[src/common/lpm_pkg.sv]
// shared constants, register layouts and lookups for the lcd mode block
package lpm_pkg;
	// serial word layout: address in the top three bits, data below
	localparam int          WORD_BITS  = 16;
	localparam logic [4:0]  WORD_COUNT = 5'h10;
	localparam logic [4:0]  COUNT_SAT  = 5'h1F;
	localparam logic [2:0]  ADDR_LEVEL_POL = 3'h4;
	localparam logic [2:0]  ADDR_FORMAT    = 3'h5;
	localparam logic [2:0]  ADDR_POWER     = 3'h6;

	// field positions follow the packed order, d0 in the lsb
	typedef struct packed {
		logic       invert;
		logic [2:0] level;
	} lpm_level_pol_t;
	typedef struct packed {
		logic sync_neg;
		logic wide;
		logic pal;
		logic auto_fmt;
	} lpm_format_t;
	typedef struct packed {
		logic [2:0] cpl_sel;
		logic       pll_off;
		logic       pwm_on;
	} lpm_power_t;

	localparam logic [3:0] LEVEL_POL_RST = 4'h6;
	localparam logic [3:0] FORMAT_RST    = 4'h1;
	localparam logic [4:0] POWER_RST     = 5'h10;

	// video geometry
	localparam logic [9:0] PAL_LINE_MIN  = 10'h120;
	localparam logic [7:0] LINES_INPUT   = 8'hF0;
	localparam logic [7:0] LINES_SHOWN   = 8'hB4;
	localparam logic [5:0] BLACK_LINES   = 6'h3C;
	localparam logic [4:0] BAND_LINES    = 5'h1E;
	localparam logic [4:0] GATE_GROUP    = 5'h0F;
	localparam logic [1:0] DROP_PHASE    = 2'h3;
	localparam logic [1:0] GROUPS_PER_BAND = 2'(BAND_LINES / GATE_GROUP);

	// boost pwm: 10 of 12 slots is the 83 percent ceiling
	localparam logic [2:0] DEBOUNCE_CYCLES = 3'h4;
	localparam logic [3:0] PWM_SLOTS       = 4'hC;
	localparam logic [3:0] DUTY_MAX        = 4'hA;

	typedef enum logic [1:0] {
		SEQ_IDLE    = 2'b00,
		SEQ_TOP     = 2'b01,
		SEQ_PICTURE = 2'b10,
		SEQ_BOTTOM  = 2'b11
	} lpm_seq_t;
	typedef enum logic [1:0] {
		PWM_OFF   = 2'b00,
		PWM_RAISE = 2'b01,
		PWM_LOWER = 2'b10
	} lpm_pwm_t;

	function automatic logic [9:0] lpm_cpl(input logic [2:0] sel);
		case (sel)
			3'h0:    lpm_cpl = 10'h262;
			3'h1:    lpm_cpl = 10'h264;
			3'h2:    lpm_cpl = 10'h266;
			3'h3:    lpm_cpl = 10'h268;
			3'h4:    lpm_cpl = 10'h252;
			3'h5:    lpm_cpl = 10'h255;
			3'h6:    lpm_cpl = 10'h256;
			default: lpm_cpl = 10'h258;
		endcase
	endfunction
endpackage

[src/rtl/lpm_debounce.sv]
// comparator debounce: output follows only a level held for several cycles
`timescale 1ns/10ps
module lpm_debounce (
	// clock and reset
	input  wire logic clk,
	input  wire logic rst_n,
	// signal
	input  wire logic raw,
	output logic      clean
);
	logic       clean_r;
	logic [2:0] cnt_r;

	wire differs = raw != clean_r;
	wire settle  = differs && (cnt_r == lpm_pkg::DEBOUNCE_CYCLES - 3'h1);

	always_ff @(posedge clk or negedge rst_n) begin
		if (!rst_n) begin
			clean_r <= 1'b0;
			cnt_r   <= 3'h0;
		end else begin
			cnt_r   <= (differs && !settle) ? cnt_r + 3'h1 : 3'h0;
			if (settle)
				clean_r <= raw;
		end
	end

	assign clean = clean_r;
endmodule

[src/rtl/lpm_mode_config.sv]
// lcd mode configuration: serial registers, sync, wide sequencing, boost pwm
`timescale 1ns/10ps
// Function
// RQ1: three-bit common level code, eight 0.2 V steps, reset code 110.
// RQ2: common polarity follows frame polarity, inverted when invert bit set.
// RQ3: without inversion the common polarity is negative on a frame's first line.
// RQ4: format bit d0 high selects automatic format detection, default high.
// RQ5: manual format: d1 low is NTSC, high is PAL.
// RQ6: format bit d2 high selects 16:9 wide display, default normal.
// RQ7: format bit d3 low means positive syncs, high means negative.
// RQ8: control bit d0 high runs the pwm circuit, low holds it shut.
// RQ9: control bit d1 high stops internal pixel clock, outside supplies it.
// RQ10: control bits d4..d2 choose clocks per line, default code 100.
// RQ11: pixel clock equals clocks per line times the line rate.
// RQ12: host should program 594 for NTSC and 616 for PAL.
// RQ13: wide mode drops one line of four, 240 input lines become 180.
// RQ14: wide mode writes 60 black lines, half above and half below.
// RQ15: black bands use grouped gate pulses of fifteen rows each.
// RQ16: bottom band after 180 lines uses the same grouped method.
// RQ17: comparator output is debounced before the pwm machine uses it.
// RQ18: pwm machine steps duty in discrete steps from debounced comparator.
// RQ19: comparator low raises duty stepwise from zero, never above 83 percent.
// RQ20: comparator high lowers duty stepwise toward zero.
// RQ21: register writes take effect at the next frame boundary.
module lpm_mode_config (
	// clock and reset
	input  wire logic       clk,
	input  wire logic       reset_n,
	// serial configuration port
	input  wire logic       serial_clk,
	input  wire logic       serial_data,
	input  wire logic       serial_cs_n,
	// video sync inputs
	input  wire logic       hsync_in,
	input  wire logic       vsync_in,
	// boost feedback
	input  wire logic       feedback_comparator_out,
	// panel polarity and level
	output logic [2:0]      common_ac_level,
	output logic            digital_frame_polarity_out,
	output logic            panel_common_polarity_out,
	// format status
	output logic            video_is_pal,
	output logic            wide_mode,
	// pixel clock pll control
	output logic            pll_enable,
	output logic [9:0]      pll_clocks_per_line,
	// gate and line control
	output logic            gate_group_pulse,
	output logic            black_fill,
	output logic            line_show,
	output logic            line_drop,
	// boost converter
	output logic            boost_gate_drive
);
	logic [1:0] rst_pipe_r;
	wire        rst_n = rst_pipe_r[1];

	always_ff @(posedge clk or negedge reset_n) begin
		if (!reset_n)
			rst_pipe_r <= 2'b00;
		else
			rst_pipe_r <= {rst_pipe_r[0], 1'b1};
	end

	// serial writes land in pending copies
	logic        wr_stb;
	logic [2:0]  wr_addr;
	logic [12:0] wr_data;

	lpm_serial_rx u_rx (
		.clk     (clk),
		.rst_n   (rst_n),
		.scl     (serial_clk),
		.sda     (serial_data),
		.cs_n    (serial_cs_n),
		.wr_stb  (wr_stb),
		.wr_addr (wr_addr),
		.wr_data (wr_data)
	);

	lpm_pkg::lpm_level_pol_t pend_lvl_r, act_lvl_r, act_lvl_nxt;
	lpm_pkg::lpm_format_t    pend_fmt_r, act_fmt_r;
	lpm_pkg::lpm_power_t     pend_pwr_r, act_pwr_r;

	wire wr_lvl = wr_stb && wr_addr == lpm_pkg::ADDR_LEVEL_POL;
	wire wr_fmt = wr_stb && wr_addr == lpm_pkg::ADDR_FORMAT;
	wire wr_pwr = wr_stb && wr_addr == lpm_pkg::ADDR_POWER;

	// sync normalisation and edge detection
	logic hs_q_r;
	logic vs_q_r;
	wire  hs_norm   = hsync_in ^ act_fmt_r.sync_neg; // RQ7
	wire  vs_norm   = vsync_in ^ act_fmt_r.sync_neg; // RQ7
	wire  hsync_evt = hs_norm && !hs_q_r;
	wire  vsync_evt = vs_norm && !vs_q_r;

	// a write in the boundary cycle itself waits for the next frame
	assign act_lvl_nxt = vsync_evt ? pend_lvl_r : act_lvl_r; // RQ21

	always_ff @(posedge clk or negedge rst_n) begin
		if (!rst_n) begin
			pend_lvl_r <= lpm_pkg::LEVEL_POL_RST; // RQ1
			pend_fmt_r <= lpm_pkg::FORMAT_RST;
			pend_pwr_r <= lpm_pkg::POWER_RST;
			act_lvl_r  <= lpm_pkg::LEVEL_POL_RST;
			act_fmt_r  <= lpm_pkg::FORMAT_RST;
			act_pwr_r  <= lpm_pkg::POWER_RST;
			hs_q_r     <= 1'b0;
			vs_q_r     <= 1'b0;
		end else begin
			if (wr_lvl)
				pend_lvl_r <= wr_data[3:0];
			if (wr_fmt)
				pend_fmt_r <= wr_data[3:0];
			if (wr_pwr)
				pend_pwr_r <= wr_data[4:0];
			act_lvl_r <= act_lvl_nxt; // RQ21
			if (vsync_evt) begin
				act_fmt_r <= pend_fmt_r; // RQ21
				act_pwr_r <= pend_pwr_r; // RQ21
			end
			hs_q_r <= hs_norm;
			vs_q_r <= vs_norm;
		end
	end

	// frame polarity, line counting and format detection
	// reset count folded to a constant so the reset branch stays plain
	localparam logic [9:0] CPL_RST =
		lpm_pkg::lpm_cpl(lpm_pkg::POWER_RST[4:2]);

	logic       frame_pol_r;
	logic       com_pol_r;
	logic [9:0] line_cnt_r;
	logic       pal_r;
	logic [9:0] cpl_r;

	wire frame_pol_nxt = vsync_evt ? 1'b0
		: (hsync_evt ? !frame_pol_r : frame_pol_r); // RQ3
	wire line_pal = line_cnt_r >= lpm_pkg::PAL_LINE_MIN;
	wire pal_nxt  = pend_fmt_r.auto_fmt ? line_pal : pend_fmt_r.pal; // RQ4 RQ5

	always_ff @(posedge clk or negedge rst_n) begin
		if (!rst_n) begin
			frame_pol_r <= 1'b0;
			com_pol_r   <= 1'b0;
			line_cnt_r  <= 10'h000;
			pal_r       <= 1'b0;
			cpl_r       <= CPL_RST;
		end else begin
			frame_pol_r <= frame_pol_nxt;
			com_pol_r   <= frame_pol_nxt ^ act_lvl_nxt.invert; // RQ2
			if (vsync_evt) begin
				line_cnt_r <= 10'h000;
				pal_r      <= pal_nxt; // RQ4
				cpl_r      <= lpm_pkg::lpm_cpl(pend_pwr_r.cpl_sel); // RQ10
			end else if (hsync_evt && line_cnt_r != 10'h3FF) begin
				line_cnt_r <= line_cnt_r + 10'h001;
			end
		end
	end

	// the analog pll multiplies the line rate by this count
	assign pll_clocks_per_line = cpl_r; // RQ11
	assign pll_enable          = !act_pwr_r.pll_off; // RQ9
	assign common_ac_level     = act_lvl_r.level; // RQ1
	assign digital_frame_polarity_out = frame_pol_r;
	assign panel_common_polarity_out  = com_pol_r;
	assign video_is_pal        = pal_r;
	assign wide_mode           = act_fmt_r.wide; // RQ6

	// wide-mode line sequencer
	lpm_pkg::lpm_seq_t seq_r;
	logic [1:0]        grp_r;
	logic [7:0]        in_cnt_r;
	logic              gate_r;
	logic              black_r;
	logic              show_r;
	logic              drop_r;

	wire last_grp  = grp_r == lpm_pkg::GROUPS_PER_BAND - 2'h1;
	wire last_in   = in_cnt_r == lpm_pkg::LINES_INPUT - 8'h01;
	wire drop_this = in_cnt_r[1:0] == lpm_pkg::DROP_PHASE; // RQ13
	wire in_band   = seq_r == lpm_pkg::SEQ_TOP || seq_r == lpm_pkg::SEQ_BOTTOM;

	always_ff @(posedge clk or negedge rst_n) begin
		if (!rst_n) begin
			seq_r    <= lpm_pkg::SEQ_IDLE;
			grp_r    <= 2'h0;
			in_cnt_r <= 8'h00;
			gate_r   <= 1'b0;
			black_r  <= 1'b0;
			show_r   <= 1'b0;
			drop_r   <= 1'b0;
		end else begin
			gate_r  <= 1'b0;
			black_r <= 1'b0;
			show_r  <= 1'b0;
			drop_r  <= 1'b0;
			if (vsync_evt) begin
				seq_r    <= pend_fmt_r.wide ? lpm_pkg::SEQ_TOP
					: lpm_pkg::SEQ_IDLE; // RQ6
				grp_r    <= 2'h0;
				in_cnt_r <= 8'h00;
			end else if (hsync_evt) begin
				case (seq_r)
					lpm_pkg::SEQ_TOP, lpm_pkg::SEQ_BOTTOM: begin
						gate_r  <= 1'b1; // RQ15
						black_r <= 1'b1; // RQ14
						grp_r   <= last_grp ? 2'h0 : grp_r + 2'h1;
						if (last_grp)
							seq_r <= (seq_r == lpm_pkg::SEQ_TOP)
								? lpm_pkg::SEQ_PICTURE
								: lpm_pkg::SEQ_IDLE; // RQ16
					end
					lpm_pkg::SEQ_PICTURE: begin
						show_r   <= !drop_this; // RQ13
						drop_r   <= drop_this; // RQ13
						in_cnt_r <= in_cnt_r + 8'h01;
						if (last_in)
							seq_r <= lpm_pkg::SEQ_BOTTOM; // RQ16
					end
					default:
						show_r <= !act_fmt_r.wide;
				endcase
			end
		end
	end

	assign gate_group_pulse = gate_r;
	assign black_fill       = black_r;
	assign line_show        = show_r;
	assign line_drop        = drop_r;

	// boost pwm state machine
	logic fb_clean;

	lpm_debounce u_deb (
		.clk   (clk),
		.rst_n (rst_n),
		.raw   (feedback_comparator_out),
		.clean (fb_clean)
	); // RQ17

	lpm_pkg::lpm_pwm_t pwm_r;
	logic [3:0]        slot_r;
	logic [3:0]        duty_r;
	logic              drive_r;

	wire period_end = slot_r == lpm_pkg::PWM_SLOTS - 4'h1;
	wire at_max     = duty_r == lpm_pkg::DUTY_MAX;
	wire at_zero    = duty_r == 4'h0;

	always_ff @(posedge clk or negedge rst_n) begin
		if (!rst_n) begin
			pwm_r   <= lpm_pkg::PWM_OFF;
			slot_r  <= 4'h0;
			duty_r  <= 4'h0;
			drive_r <= 1'b0;
		end else begin
			drive_r <= act_pwr_r.pwm_on && pwm_r != lpm_pkg::PWM_OFF
				&& slot_r < duty_r; // RQ8
			if (!act_pwr_r.pwm_on) begin
				pwm_r  <= lpm_pkg::PWM_OFF; // RQ8
				slot_r <= 4'h0;
				duty_r <= 4'h0;
			end else begin
				slot_r <= period_end ? 4'h0 : slot_r + 4'h1;
				// duty only moves on period edges so a pulse is never cut
				case (pwm_r)
					lpm_pkg::PWM_RAISE:
						if (period_end && !at_max)
							duty_r <= duty_r + 4'h1; // RQ19
					lpm_pkg::PWM_LOWER:
						if (period_end && !at_zero)
							duty_r <= duty_r - 4'h1; // RQ20
					default:
						duty_r <= 4'h0;
				endcase
				pwm_r <= fb_clean ? lpm_pkg::PWM_LOWER
					: lpm_pkg::PWM_RAISE; // RQ18
			end
		end
	end

	assign boost_gate_drive = drive_r;

	property p_level_load;
		@(posedge clk) disable iff (!rst_n)
		vsync_evt |=> common_ac_level == $past(pend_lvl_r.level);
	endproperty
	a_level_load: assert property (p_level_load) // RQ1
		else $error("common level not loaded at frame start");

	property p_common_pol;
		@(posedge clk) disable iff (!rst_n)
		panel_common_polarity_out ==
			(digital_frame_polarity_out ^ act_lvl_r.invert);
	endproperty
	a_common_pol: assert property (p_common_pol) // RQ2
		else $error("common polarity does not track frame polarity");

	property p_first_line_neg;
		@(posedge clk) disable iff (!rst_n)
		vsync_evt |=> !digital_frame_polarity_out
			&& (panel_common_polarity_out == act_lvl_r.invert);
	endproperty
	a_first_line_neg: assert property (p_first_line_neg) // RQ3
		else $error("first line polarity not negative");

	property p_manual_fmt;
		@(posedge clk) disable iff (!rst_n)
		vsync_evt && !pend_fmt_r.auto_fmt
			|=> video_is_pal == $past(pend_fmt_r.pal);
	endproperty
	a_manual_fmt: assert property (p_manual_fmt) // RQ5
		else $error("manual format not applied");

	property p_pwm_off;
		@(posedge clk) disable iff (!rst_n)
		!act_pwr_r.pwm_on |=> !boost_gate_drive;
	endproperty
	a_pwm_off: assert property (p_pwm_off) // RQ8
		else $error("boost drive while pwm shut down");

	property p_cpl;
		@(posedge clk) disable iff (!rst_n)
		vsync_evt && pend_pwr_r.cpl_sel == 3'h4
			|=> pll_clocks_per_line == 10'h252;
	endproperty
	a_cpl: assert property (p_cpl) // RQ10
		else $error("clocks per line mismatch");

	property p_drop;
		@(posedge clk) disable iff (!rst_n)
		hsync_evt && seq_r == lpm_pkg::SEQ_PICTURE && !vsync_evt
			|=> line_drop == $past(in_cnt_r[1:0] == 2'h3) && !black_fill;
	endproperty
	a_drop: assert property (p_drop) // RQ13
		else $error("wrong line dropped");

	property p_group_black;
		@(posedge clk) disable iff (!rst_n)
		gate_group_pulse |-> black_fill && !line_show && $past(in_band);
	endproperty
	a_group_black: assert property (p_group_black) // RQ15
		else $error("grouped gate pulse outside black band");

	property p_duty_max;
		@(posedge clk) disable iff (!rst_n)
		duty_r <= lpm_pkg::DUTY_MAX;
	endproperty
	a_duty_max: assert property (p_duty_max) // RQ19
		else $error("duty above ceiling");

	property p_duty_down;
		@(posedge clk) disable iff (!rst_n)
		act_pwr_r.pwm_on && pwm_r == lpm_pkg::PWM_LOWER && period_end
			&& !at_zero |=> duty_r == $past(duty_r) - 4'h1;
	endproperty
	a_duty_down: assert property (p_duty_down) // RQ20
		else $error("duty did not step down");

	property p_frame_apply;
		@(posedge clk) disable iff (!rst_n)
		$changed(act_fmt_r) || $changed(act_pwr_r) |-> $past(vsync_evt);
	endproperty
	a_frame_apply: assert property (p_frame_apply) // RQ21
		else $error("configuration changed mid frame");

	c_wide_frame: cover property (@(posedge clk) disable iff (!rst_n)
		seq_r == lpm_pkg::SEQ_BOTTOM && gate_group_pulse);
	c_duty_max: cover property (@(posedge clk) disable iff (!rst_n)
		at_max && boost_gate_drive);
	c_serial_write: cover property (@(posedge clk) disable iff (!rst_n)
		wr_fmt ##[1:1000] vsync_evt);
endmodule

[src/rtl/lpm_serial_rx.sv]
// three-wire serial word receiver, msb first, latched on select release
`timescale 1ns/10ps
module lpm_serial_rx (
	// clock and reset
	input  wire logic        clk,
	input  wire logic        rst_n,
	// serial pins
	input  wire logic        scl,
	input  wire logic        sda,
	input  wire logic        cs_n,
	// register write
	output logic             wr_stb,
	output logic [2:0]       wr_addr,
	output logic [12:0]      wr_data
);
	logic        scl_q_r;
	logic        cs_q_r;
	logic [15:0] shift_r;
	logic [4:0]  cnt_r;
	logic        stb_r;
	logic [15:0] word_r;

	wire scl_rise = scl && !scl_q_r && !cs_n;
	wire cs_rise  = cs_n && !cs_q_r;
	// words of any other length are dropped whole
	wire take     = cs_rise && (cnt_r == lpm_pkg::WORD_COUNT);
	wire [4:0] cnt_nxt = cs_n ? 5'h00 :
		(scl_rise && cnt_r != lpm_pkg::COUNT_SAT) ? cnt_r + 5'h01 : cnt_r;

	always_ff @(posedge clk or negedge rst_n) begin
		if (!rst_n) begin
			scl_q_r <= 1'b0;
			cs_q_r  <= 1'b1;
			shift_r <= 16'h0000;
			cnt_r   <= 5'h00;
			stb_r   <= 1'b0;
			word_r  <= 16'h0000;
		end else begin
			scl_q_r <= scl;
			cs_q_r  <= cs_n;
			if (scl_rise)
				shift_r <= {shift_r[14:0], sda};
			cnt_r <= cnt_nxt;
			stb_r <= take;
			if (take)
				word_r <= shift_r;
		end
	end

	assign wr_stb  = stb_r;
	assign wr_addr = word_r[15:13];
	assign wr_data = word_r[12:0];
endmodule
[config.mk]
export PLATFORM = sky130hd
export DESIGN_NAME = lpm_mode_config
export DESIGN_NICKNAME = d
export VERILOG_FILES = /design/src/common/lpm_pkg.sv /design/src/rtl/lpm_debounce.sv /design/src/rtl/lpm_mode_config.sv /design/src/rtl/lpm_serial_rx.sv
export SDC_FILE = /design/constraint.sdc
export NUM_CORES = 1
export LEC_CHECK = 0
export BUFFER_PORTS_ARGS = -buffer_cell sky130_fd_sc_hd__buf_2
export CAP_MARGIN = 10
export CELL_PAD_IN_SITES_DETAIL_PLACEMENT = 1
export CELL_PAD_IN_SITES_GLOBAL_PLACEMENT = 1
export CORE_ASPECT_RATIO = 1.25
export CORE_MARGIN = 2
export CORE_UTILIZATION = 50
export DETAILED_ROUTE_END_ITERATION = 16
export PLACE_DENSITY = 0.83
export SLEW_MARGIN = 5
export SYNTH_ARGS = -nofsm -noshare
export SYNTH_HDL_FRONTEND = slang
export SYNTH_HIERARCHICAL = 1
export SYNTH_SLANG_ARGS = --single-unit
[constraint.sdc]
create_clock -name clk -period 5.6 [get_ports clk]
set_clock_uncertainty 0.2 [all_clocks]
set_input_delay 0.28 -clock clk [delete_from_list [all_inputs] [get_ports clk]]
set_output_delay 0.28 -clock clk [all_outputs]
set_load 0.01 [all_outputs]
==> results of run 1 <==
## report_power, final
part / total (uW) / internal [uW] / leakage, uW / switching [uW]
clock network: 627 / 356 / 0.000139 / 271
logic: 145 / 70.3 / 0.00113 / 74.6
registers: 868 / 822 / 0.00141 / 46.0
total: 1640 / 1250 / 0.00268 / 392
## layer usage
metal	GRT usage [%]	vias to the layer above	share of wire [%]
met4	7.34	0	1.6
met3	3.16	14	2.3
li1	-	1585	-
met5	0	-	0
met1	25.0	1762	43
met2	37.4	45	54
## registers in the layout (all words and copies together), names as in the netlist, 3 cells and up
name and count:
pend_lvl_r 4, pend_fmt_r 4, u_rx/word_r 8, common_ac_level 3
pend_pwr_r 5, line_cnt_r 10, u_deb/cnt_r 3, slot_r 4
pll_clocks_per_line 6, u_rx/shift_r 16, u_rx/cnt_r 5, duty_r 4
in_cnt_r 8
## path summary, 6_finish.rpt
| kind | startpoint | end | slack [ns] | depth (start not counted) |
|---|---|---|---|---|
| worst max-delay path | seq_r[0]$_DFFE_PN0P_ | in_cnt_r[7]$_DFFE_PN0P_ | 3.06 | 6 |
| worst min-delay path | rst_pipe_r[1]$_DFF_PN0_ | line_cnt_r[8]$_DFFE_PN0P_ | 0.03 | 0 |
| worst max register to register | seq_r[0]$_DFFE_PN0P_ | in_cnt_r[7]$_DFFE_PN0P_ | 3.06 | 6 |
| worst min register to register | rst_pipe_r[1]$_DFF_PN0_ | line_cnt_r[8]$_DFFE_PN0P_ | 0.03 | 0 |
| max in group asynchronous | rst_pipe_r[1]$_DFF_PN0_ | u_deb/cnt_r[0]$_DFF_PN0_ | 3.86 | 1 |
| min in group clk | rst_pipe_r[0]$_DFF_PN0_ | rst_pipe_r[1]$_DFF_PN0_ | 0.15 | 0 |
## cell usage in the layout, fill, tap and decap left out, types with 4 or more instances in the layout
| master | count |
|---|---|
| dfrtp_1 | 96 |
| nand2_1 | 47 |
| mux2_2 | 40 |
| buf_2 | 26 |
| ha_1 | 22 |
| nor2_1 | 20 |
| inv_1 | 19 |
| a21oi_1 | 18 |
| nand3_1 | 16 |
| mux2i_1 | 11 |
| o31ai_1 | 11 |
| o21ai_0 | 10 |
| or4_1 | 10 |
| xnor2_1 | 9 |
| clkbuf_16 | 9 |
| dfstp_2 | 9 |
| nor3_1 | 8 |
| nand2b_1 | 7 |
| nor2b_1 | 6 |
| nor3b_1 | 6 |
| dlygate4sd3_1 | 6 |
| conb_1 | 5 |
| and2_1 | 4 |
| nand4b_1 | 4 |
## through the flow
step	setup WS [ns]	cells	util, %
6_report	3.06	600	56.1
5_1_grt	2.82	600	56.1
4_1_cts	3.08	600	56.1
3_5_place_dp	3.10	579	52.6
3_3_place_gp	3.31	579	52.6
2_1_floorplan	2.24	444	-
## cell type report
class,count,area (sq um)
Sequential cell,106,2670
Fill cell,1085,4370
Clock buffer,12,246
Timing Repair Buffer,34,205
Clock inverter,3,42.5
Multi-Input combinational cell,297,2190
Tap cell,129,161
Inverter,19,71.3
## what timing repair did
item                                   CTS  global route
hold buffers                             6             0
setup endpoints to repair                0             0
endpoints found under the hold margin    7             0
==> metrics.md, run 1 <==
| Metric | Value |
|---|---|
| Status | `finished clean` |
| Post-route cell area | `5580 sq um` |
| Power Total | `1640 uW` |
| Skew-Pair Late Insertion Delay | `0.34 ns` |
| 1st-pass router iterations | `5` |
| Row count | `41` |
| Largest net degree at the start of global routing | `82` |
| Avg Inst Size Synth | `11.4 sq um` |
| WP buf/inv | `1` |
| Iteration-0 DRC Markers | `163` |
| Worst Max-Slew Pin Slew | `1.03 ns` |
| Global route overflow | `0` |
| CTS tree | `built` |
| Wire per inst | `17.4 um` |
| N_diodes | `0` |
| Max Buffers Root-to-Sink | `2` |
| GPL Wtd Cong | `0.779` |
| P&R area growth vs syn | `10.6%` |
| Critical Path Max Stage Delay | `0.87 ns` |
| Required @ worst endpoint | `5.67 ns` |
| Post-route ant nets | `0` |
| Min-delay worst type | `flip-flop to async pin` |
| Inserted Clock Buffers | `9` |
| Rel. slew slack | `31.4%` |
| CP max FO | `9` |
| Max Slew Vio Count | `0` |
| Full die area | `10900 sq um` |
| # setup viols final | `0` |
| Aggregate routed wire length | `10400 um` |
| P_leak | `0.00268 uW` |
| Initial antenna violation count | `0` |
| VDD IR max | `0.171 mV` |
| GR Util All Layers | `20.7%` |
| Startpoint Class | `flip-flop` |
| CTS clk-pin slew, worst paths | `0.07 ns` |
| First-pass GRT wire length | `17600 um` |
| CP Cell Sequence | `inv_1, ha_1, nor2b_1, a221oi_1, or4_1, mux2i_1` |
| DP Area | `5230 sq um` |
| Warnings from Yosys | `6` |
| Max Cap Viol | `0` |
| Post-Syn Instances | `441` |
| Die Ht | `116 um` |
| Buffers added on ports | `26` |
| Fin crit share | `45.4%` |
| Cells resized by post-CTS repair | `0` |
| Unrepaired setup endpoints after global routing | `no` |
| Total Nets Final | `497` |
| Max H-tree Level | `3` |
| Core area | `9950 sq um` |
| CTS Sinks | `106` |
| Kind of critical path | `flip-flop to flip-flop` |
| PwrDens | `294 nW/um^2` |
| Die width | `93.9 um` |
| Setup bufs post-CTS | `0` |
| FMAX | `0.394 GHz` |
| # DRC | `0` |
| I/O pin cnt | `31` |
| Vias per cell | `5.68` |
| Final TNS setup | `0 ns` |
| Layout cells sized above 1 | `21.4%` |
| Vias | `3406` |
| Final Hold Fails | `0` |
| Root buffer selected by CTS | `clkbuf_16` |
| Worst hold slack | `0.0294 ns` |
| Worst path slowest cell | `a221oi_1` |
| Mapped Area | `5050 sq um` |
| Vias in the first global route | `3643` |
| Sum of net half-perimeters after detailed placement | `6910 um` |
| Cell family with most CP delay | `compound AO/OA/AOI/OAI gates` |
| Starting Density | `50.7%` |
| Worst Path Arrival | `2.61 ns` |
| CP endpoint kind | `flip-flop` |
| Min Clock Period, post-route | `2.54 ns` |
No activity file was read; power rests on OpenSTA's default activity.
==> run 2, diff against run 1 <==
CORE_UTILIZATION = 49   (was 50)
PLACE_DENSITY = 0.82   (was 0.83)
clock period = 2.6 ns   (was 5.6 ns; I/O delays follow)
==> run 2 against run 1 <==
Cell count is 1.3% higher. Routed wire length fell by 0.55%. Hold slack better by 0.037 ns. Clock-buffer cell count fell by 1. Global-route usage fell by 0.19 points. Register-to-register slack lost 2.8 ns. Core utilization up 0.16 points. Sequential power grew 120%. Flip-flop and latch count unchanged. Critical path type unchanged. Largest power group unchanged.
==> metrics.md, run 2 (same netlist as run 1, synthesis figures left out) <==
| Metric | Value |
|---|---|
| Status | `finished clean` |
| CTS Sinks | `106 (unchanged)` |
| Final Hold Fails | `0 (unchanged)` |
| Wire per inst | `17.1 um (-1.9%)` |
| Inserted Clock Buffers | `9 (unchanged)` |
| Max Buffers Root-to-Sink | `2 (unchanged)` |
| Kind of critical path | `flip-flop to flip-flop` |
| Global route overflow | `0 (unchanged)` |
| Row count | `41 (unchanged)` |
| # DRC | `0 (unchanged)` |
| Starting Density | `50.2% (-0.52 points)` |
| Max H-tree Level | `3 (unchanged)` |
| Iteration-0 DRC Markers | `103 (-37%)` |
| DP Area | `5290 sq um (+1.1%)` |
| Setup bufs post-CTS | `0 (unchanged)` |
| # setup viols final | `0 (unchanged)` |
| Core area | `10100 sq um (+1.0%)` |
| Setup WS post-layout | `0.230 ns (-2.83 ns)` |
| Final TNS setup | `0 ns (unchanged)` |
| Max Slew Vio Count | `0 (unchanged)` |
| Vias | `3412 (+0.18%)` |
| Skew-Pair Late Insertion Delay | `0.35 ns (about the same)` |
| Cells resized by post-CTS repair | `0 (unchanged)` |
| FMAX | `0.422 GHz (+7.2%)` |
| Fin crit share | `91.1% (+46 points)` |
| CP max FO | `7 (-2)` |
| Worst Path Arrival | `2.41 ns (-0.20 ns)` |
| Largest regs | `u_rx/shift_r (16), line_cnt_r (10)` |
| FF+latch area | `2670 sq um (unchanged)` |
| Worst Max-Slew Pin Slew | `0.787 ns (-0.242 ns)` |
| Fillers | `1100 (+1.4%)` |
| Min-delay worst type | `primary input to flip-flop` |
| Most frequent cells in the layout | `dfrtp_1 (96), nand2_1 (47), mux2_2 (40), buf_2 (26), ha_1 (22)` |
| Top Usage Layer GRT | `met2` |
| Most flops, register | `u_rx/shift_r` |
| Aggregate routed wire length | `10400 um (-0.55%)` |
| CP endpoint kind | `flip-flop` |
| Final Util | `56.2% (+0.16 points)` |
| 1st-pass router iterations | `6 (+1)` |
| Worst path slowest cell | `dfrtp_1` |
| Multi-input gate area | `2190 sq um (unchanged)` |
| Vias in the first global route | `3748 (+2.9%)` |
| Layout cells sized above 1 | `22.5% (+1.1 points)` |
| DP Worst Slack | `0.224 ns (-2.87 ns)` |
| Unrepaired setup endpoints after global routing | `no` |
| Required @ worst endpoint | `2.64 ns (-3.03 ns)` |
| Critical Path Max Stage Delay | `0.39 ns (-0.48 ns)` |
| Die Ht | `117 um (+0.98%)` |
| Startpoint Class | `flip-flop` |
| Die width | `94.8 um (+0.97%)` |
| Root buffer selected by CTS | `clkbuf_16` |
| M1 GR Usage | `24.4% (-0.65 points)` |
| VDD IR max | `0.340 mV (+98%)` |
| P&R area growth vs syn | `12.0%` |
| Flop-to-flop setup slack | `0.23 ns (-2.83 ns)` |
| Commonest non-fill, non-tap cell in the layout | `dfrtp_1` |
| Min Clock Period, post-route | `2.37 ns (-0.170 ns)` |
| P_leak | `0.00272 uW (+1.6%)` |
| CTS clk-pin slew, worst paths | `0.07 ns (about the same)` |
| Rel. slew slack | `47.4% (+16 points)` |
| Sum of net half-perimeters after detailed placement | `7110 um (+2.9%)` |
| PwrDens | `629 nW/um^2 (+110%)` |
| Grt met2 use | `36.5% (-0.95 points)` |
| Most used cell, CP | `ha_1` |
| I/O pin cnt | `31 (unchanged)` |
| Buffers added on ports | `26 (unchanged)` |
| CP Cell Sequence | `inv_1, ha_1, ha_1, a21bo_2, a222oi_1, o211ai_1, a22o_1` |
| CTS tree | `built` |
| Largest net degree at the start of global routing | `53 (-35%)` |
| N_diodes | `0 (unchanged)` |
| Max Cap Viol | `0 (unchanged)` |
| Total Nets Final | `504 (+1.4%)` |
| First-pass GRT wire length | `18000 um (+2.2%)` |
| WP buf/inv | `1 (unchanged)` |
| GPL Wtd Cong | `0.786 (+0.81%)` |
| Initial antenna violation count | `0 (unchanged)` |
| GR Util All Layers | `20.5% (-0.19 points)` |
| Post-route cell area | `5660 sq um (+1.3%)` |
| Post-route ant nets | `0 (unchanged)` |
| Largest register FFs | `16 (unchanged)` |
| Full die area | `11100 sq um (+2.0%)` |
| GRT met3 Usage | `3.52% (+0.36 points)` |
| Vias per cell | `5.61 (-1.1%)` |
| Cell family with most CP delay | `compound AO/OA/AOI/OAI gates` |
run 2: changes by cell type in the layout (fill, tap and decap cells not counted), sizes merged:
| cell | previous run | this run |
|---|---|---|
| buf | 28 | 34 |
| inv | 19 | 21 |
| clkbuf | 12 | 11 |
| dlygate4sd3 | 6 | 7 |
run 2: routing by layer:
layer,up-vias,part of all wire (%)
li1,1606,-
met1,1764,41
met2,28,55
met3,14,2.1
met4,0,1.7
met5,-,0
run 2: layout make-up:
| cell class | instances | share of cell area (%) |
|---|---|---|
| flip-flops and latches | 106 | 47.2 |
| multi-input cells | 297 | 38.7 |
| repair buffers | 41 | 4.82 |
| clock buffers | 11 | 4.12 |
| well taps | 129 | 2.85 |
| inverters | 19 | 1.26 |
| clock inverters | 5 | 1.11 |
run 2: metrics by stage:
| step | hold WS [ns] | std cells | total power (uW) |
|---|---|---|---|
| 6_report | 0.0661 | 608 | 3560 |
| 3_3_place_gp | -0.284 | 585 | 2180 |
| 4_1_cts | 0.0624 | 608 | 3600 |
| 2_1_floorplan | -0.366 | 444 | 2110 |
| 5_1_grt | 0.119 | 608 | 3700 |
| 3_5_place_dp | -0.284 | 585 | 2210 |
run 2: power by group:
part	internal [uW]	total, uW	switching [uW]
Sequential	1770	1870	97.1
Clock	757	1370	614
Combinational	161	318	157
run 2: path summary, 6_finish.rpt:
check / startpoint / depth (start not counted) / end
worst max-delay path: pwm_r[0]$_DFF_PN0_ / 7 / duty_r[3]$_DFFE_PN0P_
worst min-delay path: hsync_in / 3 / hs_q_r$_DFF_PN0_
worst min register to register: rst_pipe_r[1]$_DFF_PN0_ / 0 / u_rx/cnt_r[3]$_DFFE_PN0P_
worst max register to register: pwm_r[0]$_DFF_PN0_ / 7 / duty_r[3]$_DFFE_PN0P_
min in group asynchronous: rst_pipe_r[1]$_DFF_PN0_ / 0 / u_rx/cnt_r[3]$_DFFE_PN0P_
max in group asynchronous: rst_pipe_r[1]$_DFF_PN0_ / 1 / pend_lvl_r[1]$_DFFE_PN1P_
run 2: worst min-delay path: stages:
cell and delay, ns:
buf_2 0.12, xnor2_1 0.19, inv_1 0.12
run 2: timing repair:
action | in CTS | in global routing
hold buffers | 7 | 0
hold endpoints to repair | 13 | 0
setup endpoints to repair | 0 | 0
